### src/pkg/dsw_defines.svh
// Offsets, field positions and reset values of the drive status word bank.
// Assumes inclusion by bare name from the core file.
`ifndef DSW_DEFINES_SVH
`define DSW_DEFINES_SVH
`define DSW_ADDR_ACTION 16'h1c08
`define DSW_ADDR_STOPF 16'h1c0a
`define DSW_ADDR_LATCHED 16'h1c18
`define DSW_ADDR_ACTIVE 16'h1c16
`define DSW_WARN_GENERAL 0
`define DSW_WARN_AUTO_MASK 16'h2c00
`define DSW_WARN_VALID_MASK 16'h3ff7
`define DSW_ACT_VALID_MASK 16'h7bdf
`define DSW_STANDSTILL_RPM 16'h0009
`define DSW_WORD_RESET 16'h0000
`define DSW_PWR_SYNC_RESET 2'h3
`endif

### src/pkg/dsw_pkg.sv
// Types shared by the drive status word bank.
// Assumes dsw_defines.svh is on the include path.
`default_nettype none
package dsw_pkg;
   typedef struct packed
   {
      logic [4:0] err_class;
      logic pos_dir;
      logic neg_dir;
      logic in_window;
      logic pg_stopped;
      logic pg_decel;
      logic pg_accel;
      logic pg_const;
   } dsw_motion_type;

   typedef struct packed
   {
      logic [15:0] active_ff;
      logic [15:0] latched_ff;
      logic [15:0] action_ff;
      logic [15:0] stopf_ff;
      logic [15:0] rdata_ff;
      logic rvalid_ff;
      logic [1:0] pwr_meta_ff;
      logic [1:0] pwr_sync_ff;
   } dsw_state_type;
endpackage : dsw_pkg
`default_nettype wire

### src/core/dsw_bank.sv
// Drive status word bank: warning latch, action word and stop-fault code.
// Assumes monitor inputs are from the controller clock; safety inputs are pins.
`include "dsw_defines.svh"
`default_nettype none

// What this block does
// - Provides a 16-bit read-only latched warning word, one bit per condition.
// - A fault-clear command clears every latched warning bit whose condition is no longer present.
// - Latched bits 10, 11 and 13 clear themselves once the condition ends.
// - Bit 0 flags any warning; the latest code is reported separately.
// - Bit 1 power stage hot, bit 2 motor hot, bit 3 reserved.
// - Bits 4, 5, 6 flag overload of power stage, motor, braking resistor.
// - Bit 7 CAN warning, bit 9 RS485 warning, bit 12 third fieldbus warning.
// - Bit 8 flags a motor encoder warning.
// - Bit 10 set when either power-removal input is inactive.
// - Bit 11 undervoltage or mains phase, bit 13 position not valid; 14-15 reserved.
// - Bit meanings may depend on control mode; reader interprets accordingly.
// - Action bits 0-4 flag error class 0-4; bit 5 reserved.
// - Action bit 6 set while speed magnitude is below 9 rpm.
// - Action bit 7 positive rotation, bit 8 negative rotation.
// - Action bit 9 set inside position window; bit 10 reserved.
// - Action bit 11 set when profile generator speed setpoint is zero.
// - Action bits 12, 13, 14: decelerate, accelerate, constant; bit 15 reserved.
// - A 16-bit read-only word holds the fault code of the last stop.
// - A read-only active warning word uses the latched word's meanings.
module dsw_bank
(
   input wire logic clk,
   input wire logic rst_n,
   input wire logic power_removal_input_a,
   input wire logic power_removal_input_b,
   input wire logic warn_power_stage_hot,
   input wire logic warn_motor_hot,
   input wire logic warn_i2t_power_stage,
   input wire logic warn_i2t_motor,
   input wire logic warn_i2t_brake_res,
   input wire logic warn_can,
   input wire logic warn_encoder,
   input wire logic warn_rs485,
   input wire logic warn_dc_undervolt,
   input wire logic warn_fieldbus3,
   input wire logic warn_pos_invalid,
   input wire logic fault_clear_command,
   input wire logic [15:0] speed_abs_rpm,
   input wire dsw_pkg::dsw_motion_type motion,
   input wire logic stop_fault_strobe,
   input wire logic [15:0] stop_fault_code,
   input wire logic rd_en,
   input wire logic [15:0] rd_addr,
   output logic [15:0] rd_data,
   output logic rd_valid,
   output logic [15:0] active_warning_word,
   output logic [15:0] latched_warning_word
);
   // ----------------------------------------------------------------
   // Next state
   // ----------------------------------------------------------------
   dsw_pkg::dsw_state_type st_ff;
   dsw_pkg::dsw_state_type nxt_st;
   logic [15:0] cond;
   logic [15:0] keep;

   always_comb
   begin
      nxt_st = st_ff;
      // Two flops stand between the safety pins and any logic
      nxt_st.pwr_meta_ff = {power_removal_input_b, power_removal_input_a};
      nxt_st.pwr_sync_ff = st_ff.pwr_meta_ff;
      cond = 16'h0000;
      // One fixed bit map; the reader applies the mode in force
      cond[1] = warn_power_stage_hot;
      cond[2] = warn_motor_hot;
      cond[4] = warn_i2t_power_stage;
      cond[5] = warn_i2t_motor;
      cond[6] = warn_i2t_brake_res;
      cond[7] = warn_can;
      cond[8] = warn_encoder;
      cond[9] = warn_rs485;
      cond[10] = ~(&st_ff.pwr_sync_ff);
      cond[11] = warn_dc_undervolt;
      cond[12] = warn_fieldbus3;
      cond[13] = warn_pos_invalid;
      cond[`DSW_WARN_GENERAL] = |cond;
      cond = cond & `DSW_WARN_VALID_MASK;
      nxt_st.active_ff = cond;
      // Self-clearing bits track the live condition; set still wins
      keep = fault_clear_command ? 16'h0000 : st_ff.latched_ff;
      keep = keep & ~(`DSW_WARN_AUTO_MASK & ~cond);
      nxt_st.latched_ff = keep | cond;
      nxt_st.action_ff = 16'h0000;
      nxt_st.action_ff[4:0] = motion.err_class;
      nxt_st.action_ff[6] = speed_abs_rpm < `DSW_STANDSTILL_RPM;
      nxt_st.action_ff[7] = motion.pos_dir;
      nxt_st.action_ff[8] = motion.neg_dir;
      nxt_st.action_ff[9] = motion.in_window;
      nxt_st.action_ff[11] = motion.pg_stopped;
      nxt_st.action_ff[12] = motion.pg_decel;
      nxt_st.action_ff[13] = motion.pg_accel;
      nxt_st.action_ff[14] = motion.pg_const;
      if (stop_fault_strobe)
      begin
         nxt_st.stopf_ff = stop_fault_code;
      end
      // Read-only map; there is no write path at all
      nxt_st.rvalid_ff = rd_en;
      nxt_st.rdata_ff = 16'h0000;
      if (rd_en)
      begin
         unique case (rd_addr)
            `DSW_ADDR_ACTION: nxt_st.rdata_ff = st_ff.action_ff;
            `DSW_ADDR_STOPF: nxt_st.rdata_ff = st_ff.stopf_ff;
            `DSW_ADDR_LATCHED: nxt_st.rdata_ff = st_ff.latched_ff;
            `DSW_ADDR_ACTIVE: nxt_st.rdata_ff = st_ff.active_ff;
            default: nxt_st.rdata_ff = 16'h0000;
         endcase
      end
   end

   always_ff @(posedge clk or negedge rst_n)
   begin
      if (!rst_n)
      begin
         st_ff <= '0;
         st_ff.pwr_meta_ff <= `DSW_PWR_SYNC_RESET;
         st_ff.pwr_sync_ff <= `DSW_PWR_SYNC_RESET;
      end
      else
      begin
         st_ff <= nxt_st;
      end
   end

   assign rd_data = st_ff.rdata_ff;
   assign rd_valid = st_ff.rvalid_ff;
   assign active_warning_word = st_ff.active_ff;
   assign latched_warning_word = st_ff.latched_ff;

   // ----------------------------------------------------------------
   // Checks
   // ----------------------------------------------------------------
   a_clear_wipes: assert property (@(posedge clk) disable iff (!rst_n)
      fault_clear_command && !(|cond) |=> st_ff.latched_ff == 16'h0000)
      else $error("latched word not cleared");
   a_latch_holds: assert property (@(posedge clk) disable iff (!rst_n)
      !fault_clear_command && st_ff.latched_ff[1] |=> st_ff.latched_ff[1])
      else $error("latched bit dropped");
   a_auto_clear: assert property (@(posedge clk) disable iff (!rst_n)
      !cond[11] |=> !st_ff.latched_ff[11])
      else $error("bit 11 not self cleared");
   a_general_bit: assert property (@(posedge clk) disable iff (!rst_n)
      (|st_ff.active_ff) == st_ff.active_ff[0])
      else $error("general bit mismatch");
   a_reserved_zero: assert property (@(posedge clk) disable iff (!rst_n)
      (st_ff.latched_ff & ~`DSW_WARN_VALID_MASK) == 16'h0000
      && (st_ff.action_ff & ~`DSW_ACT_VALID_MASK) == 16'h0000)
      else $error("reserved bit set");
   a_standstill: assert property (@(posedge clk) disable iff (!rst_n)
      speed_abs_rpm < 16'h0009 |=> st_ff.action_ff[6])
      else $error("standstill missing");
   a_pwr_warn: assert property (@(posedge clk) disable iff (!rst_n)
      !power_removal_input_a |-> ##3 st_ff.active_ff[10])
      else $error("power removal warning missing");
   a_stop_code: assert property (@(posedge clk) disable iff (!rst_n)
      stop_fault_strobe |=> st_ff.stopf_ff == $past(stop_fault_code))
      else $error("stop code not held");
   a_read_latch: assert property (@(posedge clk) disable iff (!rst_n)
      rd_en && rd_addr == `DSW_ADDR_LATCHED |=> rd_valid
      && rd_data == $past(st_ff.latched_ff))
      else $error("latched read wrong");

   // ----------------------------------------------------------------
   // Warning bit map
   // ----------------------------------------------------------------
   a_temp_stage: assert property (@(posedge clk) disable iff (!rst_n)
      1'b1 |=> st_ff.active_ff[1] == $past(warn_power_stage_hot))
      else $error("power stage heat bit wrong");
   a_temp_motor: assert property (@(posedge clk) disable iff (!rst_n)
      1'b1 |=> st_ff.active_ff[2] == $past(warn_motor_hot))
      else $error("motor heat bit wrong");
   a_bit3_zero: assert property (@(posedge clk) disable iff (!rst_n)
      !st_ff.active_ff[3] && !st_ff.latched_ff[3])
      else $error("reserved bit 3 set");
   a_i2t_stage: assert property (@(posedge clk) disable iff (!rst_n)
      1'b1 |=> st_ff.active_ff[4] == $past(warn_i2t_power_stage))
      else $error("stage overload bit wrong");
   a_i2t_motor: assert property (@(posedge clk) disable iff (!rst_n)
      1'b1 |=> st_ff.active_ff[5] == $past(warn_i2t_motor))
      else $error("motor overload bit wrong");
   a_i2t_brake: assert property (@(posedge clk) disable iff (!rst_n)
      1'b1 |=> st_ff.active_ff[6] == $past(warn_i2t_brake_res))
      else $error("brake overload bit wrong");
   a_can_warn: assert property (@(posedge clk) disable iff (!rst_n)
      1'b1 |=> st_ff.active_ff[7] == $past(warn_can))
      else $error("can bit wrong");
   a_encoder_warn: assert property (@(posedge clk) disable iff (!rst_n)
      1'b1 |=> st_ff.active_ff[8] == $past(warn_encoder))
      else $error("encoder bit wrong");
   a_rs485_warn: assert property (@(posedge clk) disable iff (!rst_n)
      1'b1 |=> st_ff.active_ff[9] == $past(warn_rs485))
      else $error("rs485 bit wrong");
   a_bus3_warn: assert property (@(posedge clk) disable iff (!rst_n)
      1'b1 |=> st_ff.active_ff[12] == $past(warn_fieldbus3))
      else $error("third bus bit wrong");
   a_undervolt_warn: assert property (@(posedge clk) disable iff (!rst_n)
      1'b1 |=> st_ff.active_ff[11] == $past(warn_dc_undervolt))
      else $error("undervoltage bit wrong");
   a_pos_invalid: assert property (@(posedge clk) disable iff (!rst_n)
      1'b1 |=> st_ff.active_ff[13] == $past(warn_pos_invalid))
      else $error("position bit wrong");
   a_top_reserved: assert property (@(posedge clk) disable iff (!rst_n)
      st_ff.active_ff[15:14] == 2'h0)
      else $error("reserved top bits set");
   a_pwr_b_warn: assert property (@(posedge clk) disable iff (!rst_n)
      !power_removal_input_b |-> ##3 st_ff.active_ff[10])
      else $error("second power removal warning missing");
   a_pwr_ok: assert property (@(posedge clk) disable iff (!rst_n)
      st_ff.pwr_sync_ff == 2'h3 |=> !st_ff.active_ff[10])
      else $error("power removal warning without cause");

   // ----------------------------------------------------------------
   // Latch behaviour
   // ----------------------------------------------------------------
   a_latch_sets: assert property (@(posedge clk) disable iff (!rst_n)
      (st_ff.active_ff & ~st_ff.latched_ff) == 16'h0000)
      else $error("active bit not latched");
   a_latch_general: assert property (@(posedge clk) disable iff (!rst_n)
      (|st_ff.latched_ff) |-> st_ff.latched_ff[`DSW_WARN_GENERAL])
      else $error("latched general bit missing");
   a_auto_ten: assert property (@(posedge clk) disable iff (!rst_n)
      !cond[10] |=> !st_ff.latched_ff[10])
      else $error("bit 10 not self cleared");
   a_auto_thirteen: assert property (@(posedge clk) disable iff (!rst_n)
      !cond[13] |=> !st_ff.latched_ff[13])
      else $error("bit 13 not self cleared");
   // Set beats clear: a warning present at the clear stays latched
   a_clear_set_wins: assert property (@(posedge clk) disable iff (!rst_n)
      fault_clear_command |=> st_ff.latched_ff == $past(cond))
      else $error("clear result wrong");
   a_latch_sticky: assert property (@(posedge clk) disable iff (!rst_n)
      !fault_clear_command |=> ($past(st_ff.latched_ff) & ~`DSW_WARN_AUTO_MASK
      & ~st_ff.latched_ff) == 16'h0000)
      else $error("sticky bit dropped");

   // ----------------------------------------------------------------
   // Action word and stop code
   // ----------------------------------------------------------------
   a_err_class: assert property (@(posedge clk) disable iff (!rst_n)
      1'b1 |=> st_ff.action_ff[4:0] == $past(motion.err_class))
      else $error("error class bits wrong");
   a_moving: assert property (@(posedge clk) disable iff (!rst_n)
      speed_abs_rpm >= `DSW_STANDSTILL_RPM |=> !st_ff.action_ff[6])
      else $error("standstill while moving");
   a_dir_pos: assert property (@(posedge clk) disable iff (!rst_n)
      1'b1 |=> st_ff.action_ff[7] == $past(motion.pos_dir))
      else $error("positive direction bit wrong");
   a_dir_neg: assert property (@(posedge clk) disable iff (!rst_n)
      1'b1 |=> st_ff.action_ff[8] == $past(motion.neg_dir))
      else $error("negative direction bit wrong");
   a_window: assert property (@(posedge clk) disable iff (!rst_n)
      1'b1 |=> st_ff.action_ff[9] == $past(motion.in_window))
      else $error("window bit wrong");
   a_pg_stop: assert property (@(posedge clk) disable iff (!rst_n)
      1'b1 |=> st_ff.action_ff[11] == $past(motion.pg_stopped))
      else $error("generator stop bit wrong");
   a_pg_decel: assert property (@(posedge clk) disable iff (!rst_n)
      1'b1 |=> st_ff.action_ff[12] == $past(motion.pg_decel))
      else $error("deceleration bit wrong");
   a_pg_accel: assert property (@(posedge clk) disable iff (!rst_n)
      1'b1 |=> st_ff.action_ff[13] == $past(motion.pg_accel))
      else $error("acceleration bit wrong");
   a_pg_const: assert property (@(posedge clk) disable iff (!rst_n)
      1'b1 |=> st_ff.action_ff[14] == $past(motion.pg_const))
      else $error("constant speed bit wrong");
   a_stop_hold: assert property (@(posedge clk) disable iff (!rst_n)
      !stop_fault_strobe |=> $stable(st_ff.stopf_ff))
      else $error("stop code changed without strobe");

   // ----------------------------------------------------------------
   // Read port
   // ----------------------------------------------------------------
   // Answer lands one edge after the request
   a_active_read: assert property (@(posedge clk) disable iff (!rst_n)
      rd_en && rd_addr == `DSW_ADDR_ACTIVE |=> rd_data == $past(st_ff.active_ff))
      else $error("active read wrong");
   a_action_read: assert property (@(posedge clk) disable iff (!rst_n)
      rd_en && rd_addr == `DSW_ADDR_ACTION |=> rd_data == $past(st_ff.action_ff))
      else $error("action read wrong");
   a_stopf_read: assert property (@(posedge clk) disable iff (!rst_n)
      rd_en && rd_addr == `DSW_ADDR_STOPF |=> rd_data == $past(st_ff.stopf_ff))
      else $error("stop code read wrong");
   a_unmapped_read: assert property (@(posedge clk) disable iff (!rst_n)
      rd_en && rd_addr != `DSW_ADDR_ACTION && rd_addr != `DSW_ADDR_STOPF
      && rd_addr != `DSW_ADDR_LATCHED && rd_addr != `DSW_ADDR_ACTIVE
      |=> rd_valid && rd_data == 16'h0000)
      else $error("unmapped read not zero");
   a_valid_pulse: assert property (@(posedge clk) disable iff (!rst_n)
      1'b1 |=> rd_valid == $past(rd_en))
      else $error("read valid wrong");
   a_idle_data: assert property (@(posedge clk) disable iff (!rst_n)
      !rd_en |=> rd_data == 16'h0000)
      else $error("read data without request");
endmodule : dsw_bank
`default_nettype wire

### config.mk
export PLATFORM = sky130hd
export DESIGN_NAME = dsw_bank
export DESIGN_NICKNAME = d
export VERILOG_FILES = /design/src/pkg/dsw_pkg.sv /design/src/core/dsw_bank.sv
export VERILOG_INCLUDE_DIRS = /design/src /design/src/pkg
export SDC_FILE = /design/constraint.sdc
export NUM_CORES = 1
export LEC_CHECK = 0
export BUFFER_PORTS_ARGS = -buffer_cell sky130_fd_sc_hd__clkbuf_2
export CAP_MARGIN = 10
export CORE_ASPECT_RATIO = 0.8
export CORE_UTILIZATION = 43
export DETAILED_ROUTE_END_ITERATION = 8
export MAX_ROUTING_LAYER = met4
export PLACE_DENSITY = 0.75
export SYNTH_ARGS = -nofsm -noshare
export SYNTH_HDL_FRONTEND = slang
export SYNTH_SLANG_ARGS = --single-unit
### constraint.sdc
create_clock -name clk -period 0.9 [get_ports clk]
set_input_delay 0.045 -clock clk [delete_from_list [all_inputs] [get_ports clk]]
set_output_delay 0.045 -clock clk [all_outputs]
set_load 0.005 [all_outputs]
### After elaboration in Yosys (flattened, before gate mapping)

Cells that the tools add are included.
W data, S select, Z words.

| cells by class | value |
|---|---|
| equality and inequality tests | 4 |
| multiplexer cells | 3 |
| reductions and logical operators | 2 |
| magnitude comparators | 1 |
| bitwise logic cells | 5 |

Operators by type and width:

| cell | number |
|---|---|
| $eq A16 B13 Y1 const B | 4 |
| $pmux W16 S4 | 1 |
| $mux W16 | 2 |
| $and A16 B16 Y16 | 1 |
| $lt A16 B4 Y1 const B | 1 |
| $not A14 Y16 | 1 |
| $or A16 B14 Y16 | 1 |
| $not A14 Y14 | 1 |
| $reduce_or A12 Y1 | 1 |
| $reduce_and A2 Y1 | 1 |
| $not A1 Y1 | 1 |

| storage, ports and cells | value |
|---|---|
| logic and storage cells | 23 |
| bits in registers | 79 |
| output and inout bits | 49 |
| bits of input ports | 78 |

### Logic depth before layout (Yosys ltp)

| depth | value |
|---|---|
| depth after elaboration | 7 |
| gate-level depth with buffers | 5 |
| gate-level depth less buffers | 4 |

### Worst setup path after synthesis

Ideal clock, no wire load.

| timing path | value |
|---|---|
| path kind | input to register |
| from | input rd_addr[13] |
| to | register st_ff (netlist bit rd_data[11]) |
| stages on the path | 5 |
| buffers on the path | 1 |
| data arrival time | 1.522 ns |
| required time | 0.827 ns |
| path slack | -0.695 ns |
| setup time | 0.073 ns |
| cell sequence | or4b_4 > nor4_4 > buf_4 > a22oi_1 > a21oi_2 |

RTL lines:

| what | line | source |
|---|---|---|
| start, declared | dsw_bank.sv:49 | `input wire logic [15:0] rd_addr,` |
| end signal, assigned | dsw_bank.sv:129 | `st_ff <= nxt_st;` |
| end, declared | dsw_bank.sv:58 | `dsw_pkg::dsw_state_type st_ff;` |

==> key figures <==
Logic synthesis
  • Seq/Total Area, Yosys: 60.4%
  • Top-area cell type share of the netlist area: 57.0%
  • Mapped Avg Cell Area: 13.7 sq um
  • Synth area leader: dfrtp_1
  • Mapped cell area: 0.00312 sq mm
  • Netlist cell types: 33
  • Synth Warn #: 0
  • Synthesized instance count: 227
  • Ranking of synthesized cells by area: dfrtp_1 (57%), buf_4 (12%), a22oi_1 (5.8%)
  • Synth Register Bits: 75

Worst setup path
  • Max incr delay on CP: 0.56 ns
  • Critical Path RT: 1.17 ns
  • Crit path kind: in2reg
  • Crit. Startpoint: rd_addr[6]
  • Endpoint class of the critical path: flip-flop
  • Critical path, cell by cell: buf_6, or4_4, nor4_4, buf_4, o41ai_4, buf_4, a21oi_2
  • CP most frequent cell: buf_4
  • Critical Path Fanout Max: 4
  • Critical path arrival: 1.59 ns
  • Startpoint types: primary input
  • RR Startpoint: st_ff[0]
  • Slowest CP cell: or4_4

Clocking
  • # clock sinks: 75
  • H-Tree Depth: 3
  • Clock Latency Late Sink: 0.34 ns
  • CTS tree: yes
  • Clock root buffer: clkbuf_8
  • Longest Clk Path Bufs: 2
  • CTS Hold Buffers Added: 52
  • CTS buffer count: 9
  • Clk slew on worst S/H paths: 0.07 ns

Global route
  • All-Layer GR Usage: 23.7%
  • Antenna violations before repair: 0
  • First-pass GRT wire length: 13100 microns
  • Largest net degree at the start of global routing: 29
  • Vias in the first global route: 2715
  • Global route overflow: 0

Timing
  • Period utilisation layout: 147%
  • Minimum clock period: 1.32 ns
  • Slew Viols, Final: 0
  • Maximum clock rate: 757 MHz
  • Clock skew: 0.0107 ns
  • Rel. slew slack: 64.5%
  • Final worst slack: -0.422 ns
  • RSZ-0062 raised after global routing: true
  • Worst Tran Pin Value: 0.533 ns
  • Final setup fails: 41
  • Final Hold Vio Count: 1
  • Final hold slack: -0.0196 ns
  • Final TNS setup: -7.20 ns

Die
  • I/O pins: 127
  • Row cnt: 27
  • Die X: 97.2 microns
  • Core area: 0.00696 sq mm
  • Initial Utilization: 44.8%
  • Die area: 0.00759 sq mm
  • Die height: 78.1 microns

Placement
  • GPL Wtd Cong: 0.795
  • Placed inst area: 0.00373 sq mm
  • Placed cells: 404
  • Post-Place Setup Slack: -0.900 ns
  • Post-DP HPWL: 5320 microns
  • IO buf count: 120

Routing
  • Drt via density: 4.93
  • Routed len/inst: 16.8 microns
  • Residual DRC: 0
  • DRT Pass-1 Iters: 4
  • 1st-iter DRT viols: 65
  • Antenna Violating Nets Remaining: 0
  • Vias: 2419
  • Detailed Route WL: 8250 microns

Hold path
  • Min-Delay Path Class: in2reg
  • Hold Crit Start: speed_abs_rpm[12]

Status
  • Status: finished, violations left
  • Failing checks: hold timing, setup timing

Power
  • Leakage: 2.26 nW
  • PD cells: 1510 mW/mm^2
  • Peak supply drop: 1.14 mV

Cells and area
  • Share of layout cells above drive strength 1: 58.4%
  • Layout net count: 477
  • Commonest cells after routing, fill and taps aside: clkbuf_2 (112), dfrtp_1 (71), dlygate4sd3_1 (52)
  • Commonest non-fill, non-tap cell in the layout: clkbuf_2
  • Design area: 0.00481 sq mm
  • Number of antenna diodes: 0
  • Finished Layout Cells: 491
  • Synth-to-layout area growth: 54.3%

Run
  • Max cap viols: 0
## per-layer routing
metal | GRT usage, % | wire length, microns | vias to the layer above
met1 | 27.4 | 3430 | 1186
met5 | - | 0 | -
met3 | 8.19 | 566 | 10
li1 | - | - | 1106
met4 | 6.27 | 108 | 0
met2 | 39.8 | 4150 | 117
## flip-flops by register name (all words and copies together) (netlist names)
register	count
rd_valid	1
rd_data	16
latched_warning_word	12
nxt_st	2
active_warning_word	13
st_ff	31
## worst max-delay path, delay by kind of cell
kind                   cells  cell delay, ns
and+or+nand+nor            2            0.85
buffers and inverters      3            0.47
AOI/OAI and AO/OA          2            0.21
## layout make-up
class,count,area [sq um]
Inverter,1,3.75
Sequential cell,75,1880
Clock inverter,3,43.8
Fill cell,501,2150
Multi-Input combinational cell,99,962
Tap cell,87,109
Clock buffer,13,179
Timing Repair Buffer,213,1630
## power by group
part / internal, mW / switching [mW]
Combinational: 0.527 / 0.315
Clock: 1.58 / 1.16
Sequential: 3.55 / 0.109
## cell usage after synthesis
cell       instances
or4_1              1
o21ai_0            1
nor2b_1            2
nand4_1            1
a22oi_1           24
dfrtp_1           71
a222oi_1           1
clkbuf_1           4
or4bb_1            2
or4b_1             2
dfstp_2            4
mux2_2            16
o41ai_2            1
nor2_1             1
buf_2              3
or3_1              1
buf_4             49
nand2_1            2
nand4bb_1          1
nor3_1             2
a21oi_2            9
nor2_2             1
a21oi_1            3
a21boi_1           1
conb_1             1
and3_1             1
buf_6              1
nor4_1             4
a21o_1            10
nor4_4             4
clkinv_1           1
or4b_4             1
nand3_1            1
## kinds of logic after synthesis
group,count (synthesis),synth area share [%]
AOI/OAI and AO/OA,50,12.4
other,1,0.120
and+or+nand+nor,27,7.99
buffers and inverters,58,13.3
muxes,16,5.78
DFF,75,60.4
## through the flow
stage	util, %	power, mW
3_3_place_gp	53.6	4.29
6_report	69.1	7.24
4_1_cts	67.4	7.26
3_5_place_dp	53.6	4.31
2_1_floorplan	-	3.96
5_1_grt	69.1	7.59
## repair_timing
action	in CTS	in global routing
gates resized for setup	22	16
endpoints found under the hold margin	131	1
setup endpoints to repair	51	61
pin swaps	6	9
buffers inserted	14	4
gates cloned	2	1
## path summary, 6_finish.rpt
| path | endpoint | slack, ns | cells past startpoint |
|---|---|---|---|
| min in group asynchronous | active_warning_word[10] | 0.13 | 2 |
| min | st_ff[43] | -0.02 | 4 |
| max reg2reg | latched_warning_word[0] | -0.24 | 4 |
| min reg2reg | st_ff[0] | 0.36 | 0 |
| max | rd_data[1] | -0.42 | 7 |
| max in group asynchronous | st_ff[50] | 0.32 | 3 |
No activity file was read; power rests on OpenSTA's default activity.
